--- config.mk ---
export PLATFORM = sky130hd
export DESIGN_NAME = xbs_crossbar_switch
export DESIGN_NICKNAME = d
export VERILOG_FILES = /design/src/xbs_pkg.sv /design/src/xbs_arb_if.sv /design/src/xbs_crossbar_switch.sv /design/src/xbs_arbiter.sv
export SDC_FILE = /design/constraint.sdc
export NUM_CORES = 2
export LEC_CHECK = 0
export BUFFER_PORTS_ARGS = -buffer_cell sky130_fd_sc_hd__buf_2
export CAP_MARGIN = 0
export CORE_AREA = 5 5 452 454
export CTS_BUF_LIST = sky130_fd_sc_hd__clkbuf_4 sky130_fd_sc_hd__clkbuf_8
export DETAILED_ROUTE_END_ITERATION = 7
export DIE_AREA = 0 0 457 459
export PLACE_DENSITY = 0.44
export REMOVE_ABC_BUFFERS = 1
export SLEW_MARGIN = 5
export SYNTH_ARGS = -nofsm -noshare
export SYNTH_HDL_FRONTEND = slang
export SYNTH_SLANG_ARGS = --single-unit
--- constraint.sdc ---
create_clock -name clk_sys -period 55.7 [get_ports clk_sys]
set_input_delay 11.14 -clock clk_sys [delete_from_list [all_inputs] [get_ports clk_sys]]
set_output_delay 11.14 -clock clk_sys [all_outputs]
set_load 0.02 [all_outputs]
--- src/xbs_pkg.sv ---
// Constants, types and the address decode for the crossbar switch.
// Assumes one clock and one reset shared by every user of the package.
package xbs_pkg;
  localparam int XBS_NUM_M = 4;
  localparam int XBS_NUM_S = 3;
  localparam int XBS_ADDR_W = 32;
  localparam int XBS_DATA_W = 64;
  // Master port assignment.
  localparam logic [1:0] XBS_M_INSTR = 2'h0;
  localparam logic [1:0] XBS_M_DATA = 2'h1;
  localparam logic [1:0] XBS_M_DMA = 2'h2;
  localparam logic [1:0] XBS_M_NET = 2'h3;
  // Slave port assignment and address regions on bits 31:28.
  localparam logic [1:0] XBS_S_FLASH = 2'h0;
  localparam logic [1:0] XBS_S_SRAM = 2'h1;
  localparam logic [1:0] XBS_S_BRIDGE = 2'h2;
  localparam int XBS_REGION_LSB = 28;
  localparam logic [3:0] XBS_FLASH_REGION = 4'h0;
  localparam logic [3:0] XBS_SRAM_REGION = 4'h4;
  // Values after reset.
  localparam logic [1:0] XBS_RST_ID = 2'h0;
  localparam logic [XBS_DATA_W-1:0] XBS_RST_DATA = 64'h0;
  localparam logic [XBS_ADDR_W-1:0] XBS_RST_ADDR = 32'h0;

  typedef enum logic [1:0] {
    XBS_IDLE = 2'b00,
    XBS_ISSUE = 2'b01,
    XBS_RESP = 2'b10
  } xbs_slv_state_t;

  function automatic logic [1:0] xbsDecode(input logic [XBS_ADDR_W-1:0] a);
    logic [3:0] region;
    region = a[XBS_REGION_LSB +: 4];
    if (region == XBS_FLASH_REGION) begin
      xbsDecode = XBS_S_FLASH;
    end else if (region == XBS_SRAM_REGION) begin
      xbsDecode = XBS_S_SRAM;
    end else begin
      xbsDecode = XBS_S_BRIDGE;
    end
  endfunction : xbsDecode
endpackage : xbs_pkg

--- src/xbs_arb_if.sv ---
// Carrier between the switch and one per-slave arbiter.
// Assumes the switch drives requests and the arbiter answers combinationally.
`timescale 1ns/1ps
interface xbs_arb_if;
  import xbs_pkg::*;
  logic [XBS_NUM_M-1:0] req;
  logic [XBS_NUM_M-1:0] elevate;
  logic [XBS_NUM_M-1:0][1:0] prio;
  logic rrMode;
  logic [1:0] lastId;
  logic [1:0] grantId;
  logic grantValid;
  modport arb (
    input req, elevate, prio, rrMode, lastId,
    output grantId, grantValid
  );
  modport sw (
    output req, elevate, prio, rrMode, lastId,
    input grantId, grantValid
  );
endinterface : xbs_arb_if

--- src/xbs_crossbar_switch.sv ---
// Four-master, three-slave crossbar switch with one arbiter per slave.
// Assumes masters hold a request stable until they see their ready pulse,
// and slaves answer a held request with a one-cycle ready pulse.
//
// Operation
// - Four master ports reach three slave ports over independent paths.
// - Every port carries a 32-bit address and 64-bit data.
// - Up to three transfers may run at once on distinct paths, one of them an instruction fetch from flash.
// - When masters contend for a slave in fixed mode the higher priority master wins.
// - Losing masters stall with their request pending until the winner is done.
// - Round-robin mode grants from the master after the last one granted.
// - A fixed priority order set at run time governs later decisions.
// - A master may be raised in priority for a while and then falls back.
// - Masters are instruction unit, data unit, DMA controller and network controller.
// - Slaves are the flash controller, the SRAM controller and the peripheral bridge.
// - Each processing channel has its own instance with no shared arbitration state.
`timescale 1ns/1ps
module xbs_crossbar_switch
  import xbs_pkg::*;
(
  // Clock and reset.
  input wire logic clk_sys,
  input wire logic rst,
  // Arbitration control.
  input wire logic rrMode,
  input wire logic [XBS_NUM_M-1:0][1:0] mPrio,
  input wire logic [XBS_NUM_M-1:0] mElevate,
  // Master ports.
  input wire logic [XBS_NUM_M-1:0] mReq,
  input wire logic [XBS_NUM_M-1:0][XBS_ADDR_W-1:0] mAddr,
  input wire logic [XBS_NUM_M-1:0] mWrite,
  input wire logic [XBS_NUM_M-1:0][XBS_DATA_W-1:0] mWdata,
  input wire logic [XBS_NUM_M-1:0] mLock,
  output logic [XBS_NUM_M-1:0] mReady,
  output logic [XBS_NUM_M-1:0][XBS_DATA_W-1:0] mRdata,
  // Slave ports.
  output logic [XBS_NUM_S-1:0] sReq,
  output logic [XBS_NUM_S-1:0][XBS_ADDR_W-1:0] sAddr,
  output logic [XBS_NUM_S-1:0] sWrite,
  output logic [XBS_NUM_S-1:0][XBS_DATA_W-1:0] sWdata,
  input wire logic [XBS_NUM_S-1:0] sReady,
  input wire logic [XBS_NUM_S-1:0][XBS_DATA_W-1:0] sRdata
);
  // All arbitration state lives here, so two instances share nothing.
  typedef struct packed {
    xbs_slv_state_t [XBS_NUM_S-1:0] st;
    logic [XBS_NUM_S-1:0][1:0] owner;
    logic [XBS_NUM_S-1:0][1:0] lastId;
    logic [XBS_NUM_S-1:0] held;
    logic [XBS_NUM_S-1:0] sReq;
    logic [XBS_NUM_S-1:0][XBS_ADDR_W-1:0] sAddr;
    logic [XBS_NUM_S-1:0] sWrite;
    logic [XBS_NUM_S-1:0][XBS_DATA_W-1:0] sWdata;
    logic [XBS_NUM_M-1:0] mReady;
    logic [XBS_NUM_M-1:0][XBS_DATA_W-1:0] mRdata;
  } xbs_state_t;

  xbs_state_t state_reg;
  xbs_state_t state_next;
  logic [XBS_NUM_S-1:0][XBS_NUM_M-1:0] reqVec;
  logic [XBS_NUM_S-1:0][1:0] grantId;
  logic [XBS_NUM_S-1:0] grantValid;

  // A master asks only the slave its address decodes to.
  always_comb begin
    for (int s = 0; s < XBS_NUM_S; s++) begin
      for (int m = 0; m < XBS_NUM_M; m++) begin
        reqVec[s][m] = mReq[m] && (xbsDecode(mAddr[m]) == 2'(s));
      end
    end
  end

  xbs_arb_if arbBus[XBS_NUM_S] ();

  // One arbiter per slave port lets every path run at the same time.
  for (genvar s = 0; s < XBS_NUM_S; s++) begin : g_arb
    assign arbBus[s].req = reqVec[s];
    assign arbBus[s].elevate = mElevate;
    assign arbBus[s].prio = mPrio;
    assign arbBus[s].rrMode = rrMode;
    assign arbBus[s].lastId = state_reg.lastId[s];
    assign grantId[s] = arbBus[s].grantId;
    assign grantValid[s] = arbBus[s].grantValid;
    xbs_arbiter u_arb (
      .bus(arbBus[s])
    );
  end

  always_comb begin
    logic [1:0] id;
    id = XBS_RST_ID;
    state_next = state_reg;
    state_next.mReady = '0;
    for (int s = 0; s < XBS_NUM_S; s++) begin
      id = state_reg.owner[s];
      case (state_reg.st[s])
        XBS_IDLE: begin
          if (state_reg.held[s] && reqVec[s][id]) begin
            state_next.st[s] = XBS_ISSUE;
          end else if (grantValid[s]) begin
            id = grantId[s];
            state_next.owner[s] = id;
            state_next.lastId[s] = id;
            state_next.held[s] = 1'b0;
            state_next.st[s] = XBS_ISSUE;
          end else begin
            state_next.held[s] = 1'b0;
          end
          if (state_next.st[s] == XBS_ISSUE) begin
            state_next.sReq[s] = 1'b1;
            state_next.sAddr[s] = mAddr[id];
            state_next.sWrite[s] = mWrite[id];
            state_next.sWdata[s] = mWdata[id];
          end
        end
        XBS_ISSUE: begin
          // Other requesters of this slave wait with ready low.
          if (sReady[s]) begin
            state_next.sReq[s] = 1'b0;
            state_next.mReady[id] = 1'b1;
            state_next.mRdata[id] = sRdata[s];
            state_next.held[s] = mLock[id];
            state_next.st[s] = XBS_RESP;
          end
        end
        XBS_RESP: begin
          // The master still shows the finished request this cycle,
          // so it is not looked at again until the next one.
          state_next.st[s] = XBS_IDLE;
        end
        default: begin
          state_next.st[s] = XBS_IDLE;
          state_next.sReq[s] = 1'b0;
        end
      endcase
    end
  end

  always_ff @(posedge clk_sys or posedge rst) begin
    if (rst) begin
      for (int s = 0; s < XBS_NUM_S; s++) begin
        state_reg.st[s] <= XBS_IDLE;
        state_reg.owner[s] <= XBS_RST_ID;
        state_reg.lastId[s] <= XBS_RST_ID;
        state_reg.sAddr[s] <= XBS_RST_ADDR;
        state_reg.sWdata[s] <= XBS_RST_DATA;
      end
      state_reg.held <= '0;
      state_reg.sReq <= '0;
      state_reg.sWrite <= '0;
      state_reg.mReady <= '0;
      for (int m = 0; m < XBS_NUM_M; m++) begin
        state_reg.mRdata[m] <= XBS_RST_DATA;
      end
    end else begin
      state_reg <= state_next;
    end
  end

  // Master ids follow the package: instruction, data, DMA, network.
  assign mReady = state_reg.mReady;
  assign mRdata = state_reg.mRdata;
  assign sReq = state_reg.sReq;
  assign sAddr = state_reg.sAddr;
  assign sWrite = state_reg.sWrite;
  assign sWdata = state_reg.sWdata;
  // Instantiate once per processing channel; nothing here is global.
endmodule : xbs_crossbar_switch

--- src/xbs_arbiter.sv ---
// Arbiter for one slave port: picks one master from the requesters.
// Assumes inputs are stable in the cycle; it holds no state of its own.
`timescale 1ns/1ps
module xbs_arbiter
  import xbs_pkg::*;
(
  // Request and grant.
  xbs_arb_if.arb bus
);
  logic [XBS_NUM_M-1:0] pool;
  logic [1:0] fixId;
  logic [1:0] rrId;

  always_comb begin
    // Elevated requesters shadow all others while they ask.
    if ((bus.req & bus.elevate) != '0) begin
      pool = bus.req & bus.elevate;
    end else begin
      pool = bus.req;
    end
    // Round robin starts after the last master granted here.
    rrId = bus.lastId;
    for (int k = XBS_NUM_M; k >= 1; k--) begin
      if (pool[2'(bus.lastId + 2'(k))]) begin
        rrId = 2'(bus.lastId + 2'(k));
      end
    end
    // Fixed order: higher level wins, the lower index breaks a tie.
    fixId = XBS_RST_ID;
    for (int m = XBS_NUM_M - 1; m >= 0; m--) begin
      if (pool[m] && (!pool[fixId] || bus.prio[m] >= bus.prio[fixId])) begin
        fixId = 2'(m);
      end
    end
    bus.grantValid = (pool != '0);
    bus.grantId = bus.rrMode ? rrId : fixId;
  end
endmodule : xbs_arbiter

==> results.toml <==
[synth]
synthTopCellsByCount = "mux2i_1 (728), nand2_1 (601), dfrtp_1 (575)"
yosysMostFrequentCell = "mux2i_1"
ys.warnings.count = 0
synthFlopType = "dfrtp_1"
synth_area_um2 = 39000
seq_area_frac_synth_pct = 36.9
yosysTopAreaCellShare_pct = 36.9
synth_seq_cells = 575
yosysTopAreaCell = "dfrtp_1"
synth_cell_types = 81
syn_avg_cell_area_um2 = 9.30
synthArstFlopShare_pct = 100
syn_inst = 4193
synth-edff-count = 0
synth.area.top_cells = "dfrtp_1 (37%), mux2i_1 (19%), buf_4 (11%)"

[drt]
initialDrtViolationCount = 3355
vias = 35500
vias_per_cell = 4.76
dr.pass1.iters = 6
drc_errors = 0
wl_mm = 224
ant_nets = 0
wl_per_cell_um = 30.0

[placed_design]
hpwlAfterDp_mm = 169
gp_congestion = 0.916
io_buffers = 1159

[worst_setup_path]
r2r-start = "state_reg[565]$_DFFE_PP0P_"
crit_top_cell = "buf_4"
cp_max_fo = 55
critical_path.startpoint_type = "primary input"
crit_type = "primary input to register"
slowest_delay_ns = 0.89
arrival_ns = 20.84
required_ns = 56.37
worstSetupEndpointType = "register"
crit_path_start = "mAddr[31]"
cpMaxStageDelayCell = "buf_4"

[cts]
cts.repair.resized = 0
clockBufferDepth = 3
cts_hold_buf = 0
cts_root_buffer = "clkbuf_8"
postCtsSetupBuffers = 0
clock_latency_ns = 0.87
clock-sinks = 575
cts_buffers = 120
clkTransAtPathRegs_ns = 0.05
htreeDepth = 3
cts_tree = "built"

[timing]
setup_tns_ns = 0
fmax_mhz = 49.6
slew_headroom_pct = 25.9
rsz0062_at_grt = "no"
period_needed_ns = 20.17
period_share_pct = 36.2
tightest_slew_ns = 1.11
final-hold-violation-count = 0
setup_viol = 0
drv_slew = 0
skew_ns = 0.0514

[cells_and_area]
largestRegisters = "mRdata: 256 flops, sWdata: 192 flops, sAddr: 96 flops"
drive_gt1_share_pct = 32.2
top_register = "mRdata"
area_delta_synth_final_pct = 17.0
fin_nets = 5303
fillers = 22000
largest_reg_flops = 256

[min_path]
hold_class = "register to register"
hold_start = "sAddr[62]$_DFFE_PP0P_"

[global_routing]
grt_max_degree = 115
grt_pass1_vias = 34000
grt.total_usage_pct = 20.2
overflow = 0
grt_pass1_wl_mm = 301
antenna_found_initial = 154

[die]
dieHeight_um = 459
io_pins = 1160
start_util_pct = 19.6
die_w_um = 457
row_count = 164
dieArea_um2 = 210000
coreArea_um2 = 199000

[run_status]
outcome = "complete, no violations"

[pwr]
ir_drop_mv = 0.0409
p_per_area_nw_per_um2 = 57.6
leakagePower_nw = 21.9
total_power_w = 0.00263

[flow_run]
max_cap_viol_count = 0
[placed cells by master (no fill, tap or decap), drive strengths merged, types with 7 or more instances in the layout]
master  Yosys  final
o221ai    186    186
a211oi      9      9
a22oi      99     99
a31oi       8      8
o21ai     500    500
a21oi     152    152
and2       15     15
nand2b     13     13
ha         20     20
diode       0     55
mux2      104    104
clkbuf    201    178
mux2i     728    728
dfrtp     575    575
a41oi       7      7
and3        7      7
or3         7      7
nor2      164    164
inv        23     27
nand3      13     13
clkinv      0     13
buf       655   1218
nand2     601    601
[final cells by class]
| type | instances | area, µm² | share of cell area (%) |
|---|---|---|---|
| clock inverter | 22 | 253 | 0.554 |
| antenna | 55 | 138 | 0.302 |
| multi-input combinational | 2739 | 19000 | 41.6 |
| timing repair buffer | 1218 | 6260 | 13.7 |
| tap | 2656 | 3320 | 7.28 |
| clock buffer | 178 | 2210 | 4.83 |
| sequential | 575 | 14400 | 31.5 |
| inverter | 23 | 93.8 | 0.206 |
[cell families after synthesis]
group,after synthesis,synth area share [%]
multiplexers,838,22.0
AO/OA/AOI/OAI,1028,16.6
adder cells (fa/ha/maj),20,0.641
flip-flops,575,36.9
AND/OR/NAND/NOR,853,8.97
buffers and inverters,879,14.9
[routing by layer]
| layer | global-route usage, % | wire (µm) | up-vias |
|---|---|---|---|
| li1 | - | - | 15500 |
| met1 | 26.1 | 94000 | 17800 |
| met2 | 28.8 | 93400 | 1723 |
| met3 | 9.47 | 26500 | 446 |
| met4 | 8.53 | 9620 | 98 |
| met5 | 0 | 653 | - |
[where the power goes]
group | switching (W) | internal, W | total (W)
logic | 0.000920 | 0.000455 | 0.00138
clock network | 0.000226 | 0.000266 | 0.000492
registers | 0.000144 | 0.000618 | 0.000761
[metrics by stage]
step	instances	hold slack (ns)	cell area (µm²)	utilization [%]	worst slack (ns)
finish	7466	0.476	45600	22.9	35.53
floorplan	3337	0.475	33300	-	28.47
global placement	7211	0.458	43100	21.6	34.80
detailed placement	7211	0.467	43100	21.6	34.79
CTS	7411	0.487	45500	22.8	35.75
global route	7440	0.500	45600	22.9	35.14
[critical path: cells and delay by family]
family	cells	cell delay (ns)
adders and majority gates	3	0.81
and+or+nand+nor	8	1.76
buffers and inverters	5	3.26
AOI/OAI and AO/OA	12	2.98
muxes	2	0.65
[final timing paths]
kind | to | slack (ns) | depth (start not counted)
min in group asynchronous | sWdata[174]$_DFFE_PP0P_ | 10.42 | 2
hold / removal | sAddr[62]$_DFFE_PP0P_ | 0.48 | 1
hold reg to reg | sAddr[62]$_DFFE_PP0P_ | 0.48 | 1
setup reg to reg | sWdata[108]$_DFFE_PP0P_ | 49.21 | 12
max in group asynchronous | mRdata[16]$_DFF_PP0_ | 41.15 | 6
setup / recovery | sWdata[108]$_DFFE_PP0P_ | 35.53 | 30
Power figures use the tool's default switching activity.
